### src/core/host_port_pkg.sv
package host_port_pkg;

  // ----------------------------------------
  // Bus geometry
  // ----------------------------------------
  localparam int DATA_W = 32;
  localparam int HALF_W = 16;
  localparam int ADDR_W = 7;            // Word address bits [7:1]
  localparam int LOW_ADDR_W = 2;        // Bits still used in FIFO-direct mode
  localparam int CSR_IDX_W = 5;         // Index field for status/control reads
  localparam int BURST_MAX_32 = 8;
  localparam int BURST_MAX_16 = 16;
  localparam int RX_FIFO_DEPTH = 8;

  // ----------------------------------------
  // Host timing, for reference
  // ----------------------------------------
  localparam int CLK_PERIOD_NS = 8;
  localparam int T_CSL_NS = 32;
  localparam int T_CYCLE_NS = 45;
  localparam int T_CSH_NS = 13;
  localparam int T_INFO_WAIT_NS = 135;
  localparam int T_CSL_CYC = (T_CSL_NS + CLK_PERIOD_NS - 1) / CLK_PERIOD_NS;
  localparam int T_CYCLE_CYC = (T_CYCLE_NS + CLK_PERIOD_NS - 1) / CLK_PERIOD_NS;
  localparam int T_CSH_CYC = (T_CSH_NS + CLK_PERIOD_NS - 1) / CLK_PERIOD_NS;
  localparam int T_INFO_WAIT_CYC = (T_INFO_WAIT_NS + CLK_PERIOD_NS - 1) / CLK_PERIOD_NS;

  // ----------------------------------------
  // Read source selection
  // ----------------------------------------
  localparam logic [1:0] SRC_CSR = 2'h0;
  localparam logic [1:0] SRC_RX_DATA = 2'h1;
  localparam logic [1:0] SRC_RX_STS = 2'h2;
  localparam logic [1:0] SRC_TX_STS = 2'h3;
  localparam logic [DATA_W-1:0] DATA_ZERO = 32'h0000_0000;
  localparam logic [ADDR_W-1:0] ADDR_ZERO = 7'h00;

  // ----------------------------------------
  // Port state
  // ----------------------------------------
  typedef enum logic [1:0] {
    ST_IDLE = 2'b00,
    ST_READ = 2'b01,
    ST_WRITE = 2'b10
  } port_state_t;

  // Decoded host request
  typedef struct packed {
    logic [ADDR_W-1:0] addr;
    logic fifo_sel;
    logic [DATA_W-1:0] data;
  } host_req_t;

  // Write handed to the core
  typedef struct packed {
    logic [ADDR_W-1:0] addr;
    logic [DATA_W-1:0] data;
  } wr_cmd_t;

endpackage

### src/core/rx_word_fifo.sv
`timescale 1ns/10ps
module rx_word_fifo import host_port_pkg::*; #(
  parameter int WIDTH = 32,
  parameter int DEPTH = 8
) (
  input wire logic clk_i,               // Clock
  input wire logic rst_n_i,             // Synchronised reset
  input wire logic in_valid_i,          // Write request
  output logic in_ready_o,              // Not full
  input wire logic [WIDTH-1:0] in_data_i, // Write word
  output logic out_valid_o,             // Not empty
  input wire logic out_ready_i,         // Pop request
  output logic [WIDTH-1:0] out_data_o   // Head word, registered
);
  localparam int PW = $clog2(DEPTH);

  logic [WIDTH-1:0] mem_ff [DEPTH];
  logic [PW-1:0] wr_ptr_ff;
  logic [PW-1:0] rd_ptr_ff;
  logic [PW:0] count_ff;
  logic [WIDTH-1:0] head_ff;
  logic push;
  logic pop;
  logic [PW-1:0] nxt_rd_ptr;

  // ----------------------------------------
  // Flags and strobes
  // ----------------------------------------
  assign in_ready_o = (count_ff != (PW+1)'(DEPTH)); // Full at DEPTH words
  assign out_valid_o = (count_ff != '0);
  assign push = in_valid_i && in_ready_o;
  assign pop = out_ready_i && out_valid_o;
  assign nxt_rd_ptr = (rd_ptr_ff == PW'(DEPTH - 1)) ? '0 : rd_ptr_ff + 1'b1;
  assign out_data_o = head_ff;

  // Storage write
  always_ff @(posedge clk_i) begin
    if (push) begin
      mem_ff[wr_ptr_ff] <= in_data_i;
    end
  end

  // Pointers and count
  always_ff @(posedge clk_i or negedge rst_n_i) begin
    if (!rst_n_i) begin
      wr_ptr_ff <= '0;
      rd_ptr_ff <= '0;
      count_ff <= '0;
    end else begin
      if (push) begin
        wr_ptr_ff <= (wr_ptr_ff == PW'(DEPTH - 1)) ? '0 : wr_ptr_ff + 1'b1;
      end
      if (pop) begin
        rd_ptr_ff <= nxt_rd_ptr;
      end
      count_ff <= count_ff + (PW+1)'(push) - (PW+1)'(pop);
    end
  end

  // Registered head word, follows read pointer
  always_ff @(posedge clk_i or negedge rst_n_i) begin
    if (!rst_n_i) begin
      head_ff <= '0;
    end else if (push && (count_ff == '0 || (pop && count_ff == (PW+1)'(1)))) begin
      head_ff <= in_data_i;
    end else if (pop) begin
      head_ff <= mem_ff[nxt_rd_ptr];
    end
  end
endmodule

### src/core/csr_snapshot.sv
`timescale 1ns/10ps
module csr_snapshot import host_port_pkg::*; #(
  parameter int WIDTH = 32
) (
  input wire logic clk_i,               // Clock
  input wire logic rst_n_i,             // Synchronised reset
  input wire logic capture_i,           // Read beat pulse, at cycle start and at each burst address step
  input wire logic [WIDTH-1:0] live_i,  // Live register value
  output logic [WIDTH-1:0] held_o       // Value frozen at capture
);
  logic [WIDTH-1:0] held_ff;

  // Freeze the value at the start of a read
  always_ff @(posedge clk_i or negedge rst_n_i) begin
    if (!rst_n_i) begin
      held_ff <= '0;
    end else if (capture_i) begin
      held_ff <= live_i;
    end
  end
  assign held_o = held_ff;
endmodule

### src/core/sram_like_host_bus_port.sv
`timescale 1ns/10ps
// Contract
// - A cycle starts when select and a strobe are both low and ends when either rises.
// - Counter registers are captured at the start of a read cycle.
// - Single reads return registers, receive data words, or receive/transmit status.
// - Every write is one cycle framed by select and the write strobe.
// - In 16-bit mode the upper data half is never driven on reads.
// - In 16-bit mode the upper data half is ignored on writes.
// - A normal burst holds the strobes for up to 8 word or 16 half-word reads.
// - With FIFO-direct select high a read ignores upper address and returns receive data.
// - FIFO-direct reads still use the two low address bits and ignore the five above.
// - FIFO-direct bursts are unlimited and pop successive receive words.
module sram_like_host_bus_port import host_port_pkg::*; #(
  parameter int FIFO_DEPTH = RX_FIFO_DEPTH
) (
  input wire logic sys_clk_i,                      // System clock, 125 MHz
  input wire logic nrst_i,                         // Async reset, active low
  input wire logic chip_select_low_i,              // Chip select, active low
  input wire logic read_strobe_low_i,              // Read strobe, active low
  input wire logic write_strobe_low_i,             // Write strobe, active low
  input wire logic [ADDR_W-1:0] addr_i,            // Word address bits [7:1]
  input wire logic fifo_sel_i,                     // FIFO-direct select
  input wire logic bus16_i,                        // Bus configured 16 bits wide
  input wire logic [DATA_W-1:0] data_i,            // Data bus input
  output logic [DATA_W-1:0] data_o,                // Data bus output
  output logic data_lo_oe_o,                       // Drive enable, low half
  output logic data_hi_oe_o,                       // Drive enable, high half
  input wire logic rx_in_valid_i,                  // Receive word valid
  output logic rx_in_ready_o,                      // Receive buffer can accept
  input wire logic [DATA_W-1:0] rx_in_data_i,      // Receive word from core
  input wire logic [DATA_W-1:0] csr_live_i,        // Live register value
  output logic [CSR_IDX_W-1:0] csr_idx_o,          // Register index requested
  input wire logic [DATA_W-1:0] rx_sts_i,          // Receive status head
  output logic rx_sts_pop_o,                       // Receive status popped
  input wire logic [DATA_W-1:0] tx_sts_i,          // Transmit status head
  output logic tx_sts_pop_o,                       // Transmit status popped
  input wire logic [CSR_IDX_W-1:0] rx_data_idx_i,  // Index mapped to receive data port
  input wire logic [CSR_IDX_W-1:0] rx_sts_idx_i,   // Index mapped to receive status port
  input wire logic [CSR_IDX_W-1:0] tx_sts_idx_i,   // Index mapped to transmit status port
  output logic wr_valid_o,                         // Write pulse to core
  output wr_cmd_t wr_cmd_o,                        // Write address and data
  output logic burst_over_o                        // Normal burst exceeded its limit
);

  // ----------------------------------------
  // Reset release
  // ----------------------------------------
  logic rst_meta_ff;
  logic rst_n_ff;

  always_ff @(posedge sys_clk_i or negedge nrst_i) begin
    if (!nrst_i) begin
      rst_meta_ff <= 1'b0;
      rst_n_ff <= 1'b0;
    end else begin
      rst_meta_ff <= 1'b1;
      rst_n_ff <= rst_meta_ff;
    end
  end

  // ----------------------------------------
  // Cycle framing
  // ----------------------------------------
  logic rd_active;
  logic wr_active;
  logic rd_seen;
  logic wr_seen;
  logic rd_start;
  logic wr_start;
  logic wr_end;
  port_state_t state_ff;
  port_state_t nxt_state;
  host_req_t req;

  // Both select and strobe low frame the cycle, in any order
  assign rd_active = !chip_select_low_i && !read_strobe_low_i;
  assign wr_active = !chip_select_low_i && !write_strobe_low_i && !rd_active;
  assign rd_start = rd_active && !rd_seen;
  assign wr_start = wr_active && !wr_seen;
  assign wr_end = !wr_active && wr_seen;
  assign req = '{addr: addr_i, fifo_sel: fifo_sel_i, data: data_i};

  // ----------------------------------------
  // Framing state
  // ----------------------------------------
  // Which cycle the bus held at the last edge
  assign rd_seen = (state_ff == ST_READ);
  assign wr_seen = (state_ff == ST_WRITE);

  // Next state; a read that shows up wins over a write
  always_comb begin
    nxt_state = ST_IDLE;
    case (state_ff)
      ST_IDLE, ST_READ, ST_WRITE: begin
        if (rd_active) begin
          nxt_state = ST_READ;
        end else if (wr_active) begin
          nxt_state = ST_WRITE;
        end
      end
      default: begin
        nxt_state = ST_IDLE;
      end
    endcase
  end

  // State register
  always_ff @(posedge sys_clk_i or negedge rst_n_ff) begin
    if (!rst_n_ff) begin
      state_ff <= ST_IDLE;
    end else begin
      state_ff <= nxt_state;
    end
  end

  // ----------------------------------------
  // Address decode
  // ----------------------------------------
  logic [CSR_IDX_W-1:0] csr_idx;
  logic [LOW_ADDR_W-1:0] low_addr;
  logic [1:0] src;
  logic addr_step;
  logic [ADDR_W-1:0] addr_ff;

  // FIFO-direct ignores the five upper bits, keeps the two low ones
  assign low_addr = req.addr[LOW_ADDR_W-1:0];
  assign csr_idx = req.addr[ADDR_W-1:LOW_ADDR_W];
  assign src = req.fifo_sel ? SRC_RX_DATA :
               (csr_idx == rx_data_idx_i) ? SRC_RX_DATA :
               (csr_idx == rx_sts_idx_i) ? SRC_RX_STS :
               (csr_idx == tx_sts_idx_i) ? SRC_TX_STS : SRC_CSR;
  // A new beat in a burst is marked by an address change (direct mode: low bits only)
  assign addr_step = rd_active && rd_seen &&
                     (req.fifo_sel ? (low_addr != addr_ff[LOW_ADDR_W-1:0])
                                   : (req.addr != addr_ff));
  assign csr_idx_o = req.fifo_sel ? '0 : csr_idx;

  // ----------------------------------------
  // Read beats
  // ----------------------------------------
  logic beat;
  logic [DATA_W-1:0] rd_word;
  logic rx_out_valid;
  logic [DATA_W-1:0] rx_head;
  logic rx_pop;
  logic [4:0] beat_cnt_ff;
  logic burst_over_ff;
  logic [DATA_W-1:0] nxt_rd_data;
  logic [4:0] beat_limit;
  logic limit_hit;

  // Pops fire once, on the beat that takes the word
  assign beat = rd_start || addr_step;
  assign rx_pop = beat && (src == SRC_RX_DATA);
  assign rx_sts_pop_o = beat && (src == SRC_RX_STS);
  assign tx_sts_pop_o = beat && (src == SRC_TX_STS);

  // ----------------------------------------
  // Read word hold
  // ----------------------------------------
  // Selected word frozen at the beat, so counters read as of the start
  csr_snapshot #(
    .WIDTH(DATA_W)
  ) u_snap (
    .clk_i(sys_clk_i),
    .rst_n_i(rst_n_ff),
    .capture_i(beat),
    .live_i(nxt_rd_data),
    .held_o(rd_word)
  );

  rx_word_fifo #(
    .WIDTH(DATA_W),
    .DEPTH(FIFO_DEPTH)
  ) u_rx_fifo (
    .clk_i(sys_clk_i),
    .rst_n_i(rst_n_ff),
    .in_valid_i(rx_in_valid_i),
    .in_ready_o(rx_in_ready_o),
    .in_data_i(rx_in_data_i),
    .out_valid_o(rx_out_valid),
    .out_ready_i(rx_pop),
    .out_data_o(rx_head)
  );

  // Source select; empty receive FIFO reads as zero
  assign nxt_rd_data = (src == SRC_RX_DATA) ? (rx_out_valid ? rx_head : DATA_ZERO) :
                       (src == SRC_RX_STS) ? rx_sts_i :
                       (src == SRC_TX_STS) ? tx_sts_i : csr_live_i;

  // ----------------------------------------
  // Beat address
  // ----------------------------------------
  // Address of the last beat, for step detection
  always_ff @(posedge sys_clk_i or negedge rst_n_ff) begin
    if (!rst_n_ff) begin
      addr_ff <= ADDR_ZERO;
    end else if (beat) begin
      addr_ff <= req.addr;
    end
  end

  // ----------------------------------------
  // Normal burst limit
  // ----------------------------------------
  // Beat limit of a normal burst for the configured width
  assign beat_limit = bus16_i ? 5'(BURST_MAX_16) : 5'(BURST_MAX_32);
  assign limit_hit = beat_cnt_ff >= beat_limit;

  // Beats taken in the current normal burst
  always_ff @(posedge sys_clk_i or negedge rst_n_ff) begin
    if (!rst_n_ff) begin
      beat_cnt_ff <= '0;
    end else if (rd_start) begin
      beat_cnt_ff <= 5'h01;
    end else if (addr_step && !req.fifo_sel) begin
      beat_cnt_ff <= beat_cnt_ff + 5'h01;
    end
  end

  // Overrun flag, cleared by the next read start
  always_ff @(posedge sys_clk_i or negedge rst_n_ff) begin
    if (!rst_n_ff) begin
      burst_over_ff <= 1'b0;
    end else if (rd_start) begin
      burst_over_ff <= 1'b0;
    end else if (addr_step && !req.fifo_sel && limit_hit) begin
      burst_over_ff <= 1'b1;
    end
  end
  assign burst_over_o = burst_over_ff;

  // ----------------------------------------
  // Data bus drive
  // ----------------------------------------
  logic rd_valid_ff;

  // Data is presented from the cycle after the beat is taken
  always_ff @(posedge sys_clk_i or negedge rst_n_ff) begin
    if (!rst_n_ff) begin
      rd_valid_ff <= 1'b0;
    end else begin
      rd_valid_ff <= rd_active;
    end
  end

  assign data_o = rd_word;
  assign data_lo_oe_o = rd_active && rd_valid_ff;
  assign data_hi_oe_o = rd_active && rd_valid_ff && !bus16_i;

  // ----------------------------------------
  // Write capture
  // ----------------------------------------
  logic wr_valid_ff;
  logic [ADDR_W-1:0] wr_addr_ff;
  logic [DATA_W-1:0] wr_data_ff;
  logic [DATA_W-1:0] wr_data;

  // Upper half ignored on 16-bit writes
  assign wr_data = bus16_i ? {{(DATA_W-HALF_W){1'b0}}, req.data[HALF_W-1:0]}
                           : req.data;

  // ----------------------------------------
  // Write command registers
  // ----------------------------------------
  // Single write pulse, one cycle after the frame closes
  always_ff @(posedge sys_clk_i or negedge rst_n_ff) begin
    if (!rst_n_ff) begin
      wr_valid_ff <= 1'b0;
    end else begin
      wr_valid_ff <= wr_end;
    end
  end

  // Address taken when the frame opens
  always_ff @(posedge sys_clk_i or negedge rst_n_ff) begin
    if (!rst_n_ff) begin
      wr_addr_ff <= ADDR_ZERO;
    end else if (wr_start) begin
      wr_addr_ff <= req.addr;
    end
  end

  // Data resampled while the frame holds; the last sample stands
  always_ff @(posedge sys_clk_i or negedge rst_n_ff) begin
    if (!rst_n_ff) begin
      wr_data_ff <= DATA_ZERO;
    end else if (wr_active) begin
      wr_data_ff <= wr_data;
    end
  end
  assign wr_valid_o = wr_valid_ff;
  assign wr_cmd_o = '{addr: wr_addr_ff, data: wr_data_ff};
endmodule

### config.mk
export PLATFORM = sky130hd
export DESIGN_NAME = sram_like_host_bus_port
export DESIGN_NICKNAME = d
export VERILOG_FILES = /design/src/core/host_port_pkg.sv /design/src/core/rx_word_fifo.sv /design/src/core/csr_snapshot.sv /design/src/core/sram_like_host_bus_port.sv
export SDC_FILE = /design/constraint.sdc
export NUM_CORES = 1
export LEC_CHECK = 0
export BUFFER_PORTS_ARGS = -buffer_cell sky130_fd_sc_hd__buf_2
export CORE_ASPECT_RATIO = 1.1
export CORE_UTILIZATION = 60
export CTS_BUF_LIST = sky130_fd_sc_hd__clkbuf_16
export CTS_CLUSTER_DIAMETER = 80
export DETAILED_ROUTE_END_ITERATION = 12
export PLACE_DENSITY = 0.84
export REMOVE_ABC_BUFFERS = 1
export SKIP_CTS_REPAIR_TIMING = 1
export SLEW_MARGIN = 15
export SYNTH_ARGS = -nofsm -noshare
export SYNTH_HDL_FRONTEND = slang
export SYNTH_HIERARCHICAL = 1
export SYNTH_SLANG_ARGS = --single-unit
### constraint.sdc
create_clock -name sys_clk_i -period 8.18 [get_ports sys_clk_i]
set_input_delay 1.227 -clock sys_clk_i [delete_from_list [all_inputs] [get_ports sys_clk_i]]
set_output_delay 1.227 -clock sys_clk_i [all_outputs]
set_load 0.01 [all_outputs]
==> run metrics, run 1 <==
I/O pin count=273; Power Dens Cells=337 nW/um2; via total after detailed routing=12200; area grow syn2layout=15.1%; CP Launch Type=primary input; Critical Setup Path Class=primary input to primary output; Hold Path Stages=0; die width=165 um; WP data arrival=3.76 ns; crit share post-route=60.9%; hpwl dp=26.2 mm; Lkg Pwr=7.81 nW; layout cells sized above 1=30.9%; Mapped Area=17500 um2; CTS max path bufs=3; largest net degree at the start of global routing=93; Root Buffer=clkbuf_16; design area=20100 um2; CTS Buf Count=39; GRT Total Usage=30.1%; outcome=complete, no violations; Peak VDD IR=0.301 mV; routability congestion estimate=0.806; synth top area cells=edfxtp_1 44%, dfrtp_1 19%, a211oi_1 4.0%; # setup viols final=0; core footprint=28600 um2; Pins Over Slew Limit=0; library cells used by synthesis=60; number of global-route vias before repair=12400; GRT overflow=0; hold endpoint=rst_n_ff; H-tree levels=2; antenna viol nets, final=0; utilization after layout=70.2%; Synth Register Bits=388; initial antenna violation count=1; Avg WL per Cell=23.6 um; R2R Path Start=addr_ff[6]; final clock skew=0.0128 ns; Sink Count=388; NumNets Final=1694; Die ar.=29800 um2; Final Hold Fails=0; required time of the critical path=6.95 ns; highest-count cells in the layout ignoring fill and taps=272 x buf_2, 256 x edfxtp_1, 130 x dfrtp_1; DR pass1 iterations=5; clk slew on worst S/H paths=0.05 ns; Crit. End Element=primary output; Max Freq=201 MHz; fin crit period=4.98 ns; Worst Hold Class=flip-flop to flip-flop; R2R depth=10; Synth Area per Inst=13.8 um2; worst slack, placed=3.12 ns; post-synth top area share=44.0%; Hold Startpoint=rst_meta_ff; Most used DFF post-synth=edfxtp_1; setup TNS=0 ns; Routed WL=44.5 mm; most common cell after layout, fill and taps aside=buf_2; EDFF count, synth=256; RSZ-0062 raised after global routing=no; # port buffers=272; Initial Util=61.0%; DIE HEIGHT=181 um; Rel. slew slack=20.2%; drt initial violations=1243; sequential area share after synthesis=62.9%; Ys Warns=6; Post-Syn Instances=1262; Rows=65; first-pass GRT wire length=68.1 mm; Reg-to-Reg End=u_rx_fifo/out_data_o[10]; final setup margin=3.20 ns; Worst Tran Pin Value=1.20 ns; hold slack final=0.349 ns; vias per cell=6.45; Clock Latency Late Sink=0.53 ns; async set-reset flop share out of synthesis=34.0%; maxcap violations=0; area leader, netlist=edfxtp_1; CP max FO=33; DP Area=19000 um2; FF-to-FF setup slack=4.38 ns; CTS tree=yes; drt drc=0
==> per-layer routing <==
metal | GRT usage (%) | vias up | part of all wire (%) | routed length [um]
met5 | 0 | - | 0.038 | 17
met1 | 38.6 | 6035 | 38 | 17000
li1 | - | 5332 | - | -
met4 | 13.1 | 2 | 4.0 | 1780
met3 | 5.46 | 125 | 8.5 | 3760
met2 | 50.0 | 677 | 49 | 22000
==> synth_stat cells (6+ instances only) <==
cell type  instances
nand2b_1           7
o21ai_0           48
buf_4              7
a221oi_2          29
a21oi_1           39
nor3_1             8
mux2_1            28
inv_1             12
clkbuf_1          51
xor2_1            16
o22ai_1           31
o31ai_1           33
buf_6             11
edfxtp_1         256
nor2b_1           38
dfrtp_1          132
xnor2_1            6
nand3_1           36
o32a_1            31
mux2_2            38
buf_2             31
mux2_4            30
nand2_1           43
a211oi_1          93
nor2_1            42
o21a_1            63
ha_1              14
and3_1            37
==> stage by stage <==
step	total power [mW]	instances
after floorplan	4.34	1154
after global placement	5.05	1816
after detailed placement	5.15	1816
after CTS	6.76	1886
after global routing	7.08	1886
final	6.77	1887
==> where the power goes <==
part / leakage, nW / internal (mW) / switching (mW)
clock network: 0.609 / 0.896 / 0.719
logic: 3.30 / 0.981 / 1.47
registers: 3.90 / 2.51 / 0.201
total: 7.81 / 4.38 / 2.39
==> worst max-delay path by stage <==
stage | start | to | slack, ns
after CTS | addr_i[6] | tx_sts_pop_o | 3.26
after floorplan | u_rx_fifo/rd_ptr_ff[0] | u_rx_fifo/out_data_o[23] | 1.46
after global routing | addr_i[4] | tx_sts_pop_o | 3.06
after global placement | addr_i[6] | tx_sts_pop_o | 3.32
final | addr_i[4] | tx_sts_pop_o | 3.20
after detailed placement | addr_i[3] | u_rx_fifo/out_data_o[11] | 3.12
==> kinds of logic after synthesis <==
group	synth area share, %
buffers and inverters	3.79
xor gates and xnor gates	1.29
adders and majority gates	1.12
DFF	62.9
AOI/OAI and AO/OA	16.8
other	0.0215
muxes	7.19
and+or+nand+nor	6.84
==> sequential cells by signal, summed over array words and instances, names as in the netlist <==
| name | cells |
|---|---|
| state_ff | 2 |
| u_rx_fifo/mem_ff | 256 |
| u_snap/held_o | 32 |
| wr_valid_o | 1 |
| beat_cnt_ff | 5 |
| rst_n_ff | 1 |
| u_rx_fifo/count_ff | 4 |
| u_rx_fifo/out_data_o | 32 |
| u_rx_fifo/rd_ptr_ff | 3 |
| rd_valid_ff | 1 |
| rst_meta_ff | 1 |
| wr_data_ff | 32 |
| wr_addr_ff | 7 |
| burst_over_o | 1 |
| addr_ff | 7 |
| u_rx_fifo/wr_ptr_ff | 3 |
==> cell type report <==
| class | instances | area [um2] |
|---|---|---|
| well taps | 368 | 460 |
| repair buffers | 294 | 1530 |
| diodes | 1 | 2.50 |
| inverters | 16 | 60.1 |
| multi-input cells | 750 | 5910 |
| clock inverters | 31 | 161 |
| clock buffers | 39 | 976 |
| flip-flops and latches | 388 | 11000 |
| fillers | 1907 | 8530 |
==> critical path, stage by stage <==
cell and delay [ns]:
buf_2 0.17, xnor2_4 0.83, nand3_4 0.84, nor4_1 0.47, buf_2 0.19
Power figures use the tool's default switching activity.
==> run 2: changes to the inputs <==
--- a/config.mk
+++ b/config.mk
@@ -7,11 +7,11 @@
 export LEC_CHECK = 0
 export BUFFER_PORTS_ARGS = -buffer_cell sky130_fd_sc_hd__buf_2
 export CORE_ASPECT_RATIO = 1.1
-export CORE_UTILIZATION = 60
+export CORE_UTILIZATION = 57
 export CTS_BUF_LIST = sky130_fd_sc_hd__clkbuf_16
 export CTS_CLUSTER_DIAMETER = 80
 export DETAILED_ROUTE_END_ITERATION = 12
-export PLACE_DENSITY = 0.84
+export PLACE_DENSITY = 0.8
 export REMOVE_ABC_BUFFERS = 1
 export SKIP_CTS_REPAIR_TIMING = 1
 export SLEW_MARGIN = 15
==> constraint.sdc (replaced) <==
create_clock -name sys_clk_i -period 4.8 [get_ports sys_clk_i]
set_input_delay 0.72 -clock sys_clk_i [delete_from_list [all_inputs] [get_ports sys_clk_i]]
set_output_delay 0.72 -clock sys_clk_i [all_outputs]
set_load 0.01 [all_outputs]
==> run 2 against run 1 <==
  * Design area grew 1.3%
  * Via count decreased by 2.0%
  * Sequential power up 72%
  * Setup slack got worse by 1.9 ns
==> run metrics, run 2 (synthesis results as in run 1) <==
die width=169 um (+2.6%); core footprint=29800 um2 (+4.1%); CTS Buf Count=39 (unchanged); # port buffers=272 (unchanged); Avg WL per Cell=22.6 um (-4.3%); Layout Cells excl Fill=1935 (+2.5%); fillers=2042 (+7.1%); drt initial violations=785 (-37%); Worst Tran Pin Value=1.13 ns (-0.0645 ns); Crit. End Element=flip-flop; Sink Count=388 (unchanged); final setup margin=1.30 ns (-1.89 ns); placed instance count=1861 (+2.5%); utilization after layout=68.3% (-1.9 points); required time of the critical path=5.23 ns (-1.72 ns); NumNets Final=1701 (+0.41%); fin crit period=3.50 ns; RSZ-0062 raised after global routing=no; drt drc=0 (unchanged); Clock Latency Late Sink=0.53 ns (about the same); FF/Latch Area=11000 um2 (unchanged); hold slack final=0.352 ns (+0.00308 ns); CP Launch Type=flip-flop; Die ar.=31300 um2 (+5.2%); overall power=11.8 mW (+74%); initial antenna violation count=5 (+4); Final Hold Fails=0 (unchanged); final clock skew=0.0125 ns (-0.000327 ns); H-tree levels=2 (unchanged); area grow syn2layout=16.6%; DR pass1 iterations=5 (unchanged); Rows=66 (+1.5%); setup TNS=0 ns (unchanged); maxcap violations=0 (unchanged); antenna viol nets, final=0 (unchanged); routability congestion estimate=0.804 (-0.22%); Root Buffer=clkbuf_16; design area=20400 um2 (+1.3%); outcome=complete, no violations; WP data arrival=3.93 ns (+0.17 ns); highest-count cells in the layout ignoring fill and taps=272 x buf_2, 256 x edfxtp_1, 130 x dfrtp_1; worst slack, placed=1.33 ns (-1.78 ns); Peak VDD IR=0.579 mV (+93%); I/O pin count=273 (unchanged); Rel. slew slack=24.4% (+4.2 points); Worst Hold Class=flip-flop to flip-flop; Lkg Pwr=7.89 nW (+1.0%); # setup viols final=0 (unchanged); hpwl dp=26.1 mm (-0.28%); Max Freq=286 MHz; GRT Total Usage=28.1% (-2.0 points); GRT overflow=0 (unchanged); CTS tree=yes; CTS max path bufs=3 (unchanged); vias per cell=6.17 (-4.4%); via total after detailed routing=11900 (-2.0%); Critical Setup Path Class=flip-flop to flip-flop; most common cell after layout, fill and taps aside=buf_2; CP max FO=42 (+27%); Routed WL=43.7 mm (-1.9%); Largest Register=u_rx_fifo/mem_ff; first-pass GRT wire length=66.9 mm (-1.8%); Power Dens Cells=578 nW/um2 (+71%); max FFs per register=256 (unchanged); area of the multi-input gates=5910 um2 (unchanged); largest net degree at the start of global routing=75 (-19%); Initial Util=58.6% (-2.4 points); DP Area=19100 um2 (+0.53%); crit share post-route=72.8%; layout cells sized above 1=31.9% (+0.99 points); clk slew on worst S/H paths=0.06 ns (about the same); number of global-route vias before repair=12200 (-1.8%); Pins Over Slew Limit=0 (unchanged); DIE HEIGHT=186 um (+2.6%)
-- run 2: changes by cell type in the layout (fill, tap and decap cells not counted), sizes merged --
cell and delta:
dlygate4sd3 +1, diode +2, inv -9, clkbuf +2, buf +6, bufinv +3, clkinv +3
-- run 2: power by group --
group	switching [mW]	internal, mW
registers	0.396	4.27
clock network	1.23	1.76
logic	2.41	1.70
total	4.04	7.73
-- run 2: final cells by class --
type,instances,share of cell area (%)
multi-input cells,750,29.1
inverters,16,0.295
repair buffers,301,7.89
diodes,3,0.0369
clock inverters,28,1.14
clock buffers,41,5.04
well taps,408,2.51
flip-flops and latches,388,54.0
-- run 2: final timing paths --
kind,from,cells after the start,to,slack (ns)
worst max-delay path,u_rx_fifo/rd_ptr_ff[0],7,u_rx_fifo/out_data_o[30],1.30
worst min-delay path,rst_meta_ff,0,rst_n_ff,0.35
worst max register to register,u_rx_fifo/rd_ptr_ff[0],7,u_rx_fifo/out_data_o[30],1.30
worst min register to register,rst_meta_ff,0,rst_n_ff,0.35
max in group asynchronous,rst_n_ff,1,u_rx_fifo/out_data_o[25],3.12
min in group asynchronous,rst_n_ff,0,u_snap/held_o[23],0.49
-- run 2: critical path: stages (launching register included) --
cell and delay [ns]:
dfrtp_4 0.69, ha_1 0.30, ha_2 0.45, nor2b_4 0.89, buf_4 0.45, a211oi_1 0.09, o32a_1 0.35, a21oi_1 0.15
-- run 2: per-layer routing --
layer  GRT usage (%)  share of wire, %
met5               0             0.076
met4            8.58               2.2
met3            6.15               8.1
met2            50.2                51
met1            34.0                39
==> run 3: changes to the inputs <==
--- a/config.mk
+++ b/config.mk
@@ -5,13 +5,14 @@
 export SDC_FILE = /design/constraint.sdc
 export NUM_CORES = 1
 export LEC_CHECK = 0
+export ABC_AREA = 1
 export BUFFER_PORTS_ARGS = -buffer_cell sky130_fd_sc_hd__buf_2
 export CORE_ASPECT_RATIO = 1.1
-export CORE_UTILIZATION = 57
+export CORE_UTILIZATION = 58
 export CTS_BUF_LIST = sky130_fd_sc_hd__clkbuf_16
 export CTS_CLUSTER_DIAMETER = 80
 export DETAILED_ROUTE_END_ITERATION = 12
-export PLACE_DENSITY = 0.8
+export PLACE_DENSITY = 0.81
 export REMOVE_ABC_BUFFERS = 1
 export SKIP_CTS_REPAIR_TIMING = 1
 export SLEW_MARGIN = 15
==> constraint.sdc (replaced) <==
create_clock -name sys_clk_i -period 3.3 [get_ports sys_clk_i]
set_input_delay 0.495 -clock sys_clk_i [delete_from_list [all_inputs] [get_ports sys_clk_i]]
set_output_delay 0.495 -clock sys_clk_i [all_outputs]
set_load 0.01 [all_outputs]
==> run 3 against run 2 <==
  * Setup slack got worse by 0.84 ns
  * Clock-buffer cell count decreased by 2
  * Global-route usage increased by 2.9 points
  * Largest cell class unchanged
==> run metrics, run 3 <==
drt drc=0 (unchanged); routability congestion estimate=0.865 (+7.7%); via total after detailed routing=15200 (+27%); first-pass GRT wire length=78.7 mm (+18%); Slowest cell on crit path=nand2_4; Peak VDD IR=0.791 mV (+37%); highest-count cells in the layout ignoring fill and taps=767 x nand2_1, 359 x nand3_1, 341 x inv_1; Crit. End Element=primary output; final clock skew=0.0102 ns (-0.00222 ns); NumNets Final=2556 (+50%); most common cell after layout, fill and taps aside=nand2_1; DIE HEIGHT=190 um (+2.5%); Routed WL=50.2 mm (+15%); Post-Syn Instances=2100 (+66%); overall power=16.7 mW (+42%); CTS Buf Count=38 (-2.6%); vias per cell=5.43 (-12%); max FFs per register=256 (unchanged); synth top area cells=edfxtp_1 41%, dfrtp_1 18%, nand2_1 15%; core footprint=31500 um2 (+5.6%); outcome=complete, no violations; Clock Latency Late Sink=0.52 ns (about the same); Power Dens Cells=775 nW/um2 (+34%); GRT overflow=0 (unchanged); # port buffers=272 (unchanged); CP max FO=32 (-24%); worst slack, placed=0.337 ns (-0.997 ns); DR pass1 iterations=5 (unchanged); GRT Total Usage=30.9% (+2.9 points); Max Freq=353 MHz; hpwl dp=30.7 mm (+18%); required time of the critical path=2.80 ns (-2.43 ns); Sink Count=388 (unchanged); Initial Util=59.3% (+0.71 points); crit share post-route=85.9%; Die ar.=32900 um2 (+5.0%); largest net degree at the start of global routing=92 (+23%); number of global-route vias before repair=15100 (+24%); Worst Hold Class=primary input to flip-flop; WP data arrival=2.34 ns (-1.59 ns); CTS max path bufs=3 (unchanged); maxcap violations=0 (unchanged); I/O pin count=273 (unchanged); Most used DFF post-synth=edfxtp_1; Root Buffer=clkbuf_16; FF/Latch Area=11000 um2 (about the same); Rows=68 (+3.0%); Ys Warns=6 (unchanged); buffers plus inverters on the worst setup path=5 (+4); post-synth top area share=41.2% (-2.8 points); fin crit period=2.84 ns; top-count cell post-synth=nand2_1; Avg WL per Cell=17.9 um (-21%); drt initial violations=1420 (+81%); area leader, netlist=edfxtp_1; Mapped Area=18700 um2 (+6.9%); fillers=2379 (+17%); Synth Register Bits=388 (unchanged); final setup margin=0.465 ns (-0.839 ns); library cells used by synthesis=39 (-35%); EDFF count, synth=256 (unchanged); area of the multi-input gates=5790 um2 (-2.1%); Top delay family on crit path=simple AND/OR/NAND/NOR gates; die width=173 um (+2.5%); Critical Setup Path Class=primary input to primary output; antenna viol nets, final=0 (unchanged); hold slack final=0.183 ns (-0.169 ns); sequential area share after synthesis=58.9% (-4.0 points); CP cell instances=buf_2 -> inv_1 -> nand2_1 -> nand2_1 -> nor2_1 -> nand3_2 -> nand2_4 -> inv_4 -> buf_4 -> nand2_4 -> nor2_1 -> buf_2; Synth Area per Inst=8.89 um2 (-36%); Largest Register=u_rx_fifo/mem_ff; initial antenna violation count=7 (+2); async set-reset flop share out of synthesis=34.0% (unchanged); layout cells sized above 1=18.2% (-14 points); Lkg Pwr=10.9 nW (+38%); Worst Tran Pin Value=1.09 ns (-0.0420 ns); H-tree levels=2 (unchanged); clk slew on worst S/H paths=0.06 ns (about the same); Synth top cells by count=769 x nand2_1, 360 x nand3_1, 330 x inv_1; Pins Over Slew Limit=0 (unchanged); largest stage delay on the critical path=0.40 ns (-0.49 ns); area grow syn2layout=15.5%; # setup viols final=0 (unchanged); CTS tree=yes; Rel. slew slack=27.2% (+2.7 points); RSZ-0062 raised after global routing=no; Final Hold Fails=0 (unchanged); CP Launch Type=primary input
-- run 3: cell count changes in the layout (fill, tap and decap cells not counted), sizes merged, moves of 35 or more --
cell    before  now
a211oi      93    0
and3        37    0
inv         23  349
mux2        96    1
nand2       45  785
nand3       37  381
nor2b       38    0
o21a        63    0
o21ai       51   16
-- run 3: through the flow --
step	instances	util (%)	setup TNS, ns	cell area (um2)
6_report	2800	68.5	0	21600
2_1_floorplan	1996	-	-115.57	18000
5_1_grt	2800	68.5	0	21600
3_5_place_dp	2730	64.7	0	20400
3_3_place_gp	2730	64.7	0	20400
4_1_cts	2797	68.4	0	21500
-- run 3: power breakdown --
group / internal (mW) / switching, mW
clock network: 2.38 / 1.77
registers: 6.13 / 0.384
logic: 1.91 / 4.14
total: 10.4 / 6.29
-- run 3: cell families after synthesis --
| group | share of synthesized area [%] |
|---|---|
| simple gates | 28.1 |
| xor+xnor | 0.657 |
| mux | 0.0603 |
| compound gates | 0.684 |
| buf+inv | 10.5 |
| other cells | 0.0201 |
| flops | 58.9 |
| fa+ha+maj | 1.05 |
-- run 3: area by class of cell --
class,count,share of cell area (%)
flip-flops and latches,388,51.0
clock inverters,28,0.969
clock buffers,39,4.53
diodes,2,0.0232
multi-input cells,1269,26.9
repair buffers,315,8.23
inverters,339,5.95
well taps,420,2.44
-- run 3: path summary, 6_finish.rpt --
check                                              end  startpoint  slack (ns)  cells after the start
worst max-delay path                      tx_sts_pop_o   addr_i[6]        0.46                     12
worst min-delay path                     wr_data_ff[2]   data_i[2]        0.18                      3
worst max register to register   u_rx_fifo/count_ff[2]  addr_ff[3]        0.65                     19
worst min register to register          wr_data_ff[12]    rst_n_ff        0.34                      1
max in group asynchronous       u_rx_fifo/rd_ptr_ff[0]    rst_n_ff        2.19                      1
min in group asynchronous                     rst_n_ff      nrst_i        0.32                      2
-- run 3: per-layer routing --
layer / vias to the layer above / routed length (um) / GRT usage [%] / part of all wire [%]
li1: 7119 / - / - / -
met1: 7102 / 18800 / 37.7 / 37
met2: 848 / 25000 / 54.8 / 50
met3: 131 / 4670 / 5.36 / 9.3
met4: 6 / 1700 / 12.5 / 3.4
met5: - / 37 / 0 / 0.074
-- run 3: worst reg2reg max path, stage by stage, from the launching register on --
cell     delay (ns)
dfrtp_1        0.39
inv_1          0.07
nand2_1        0.05
o21ai_0        0.07
nor2_1         0.08
nand3_1        0.08
nand2_1        0.06
nand2_1        0.14
nand2_1        0.08
nand2_2        0.07
inv_1          0.05
nor2_1         0.19
nand2_2        0.08
inv_1          0.06
ha_1           0.21
inv_1          0.06
ha_1           0.16
inv_1          0.07
fa_1           0.41
xnor2_1        0.14
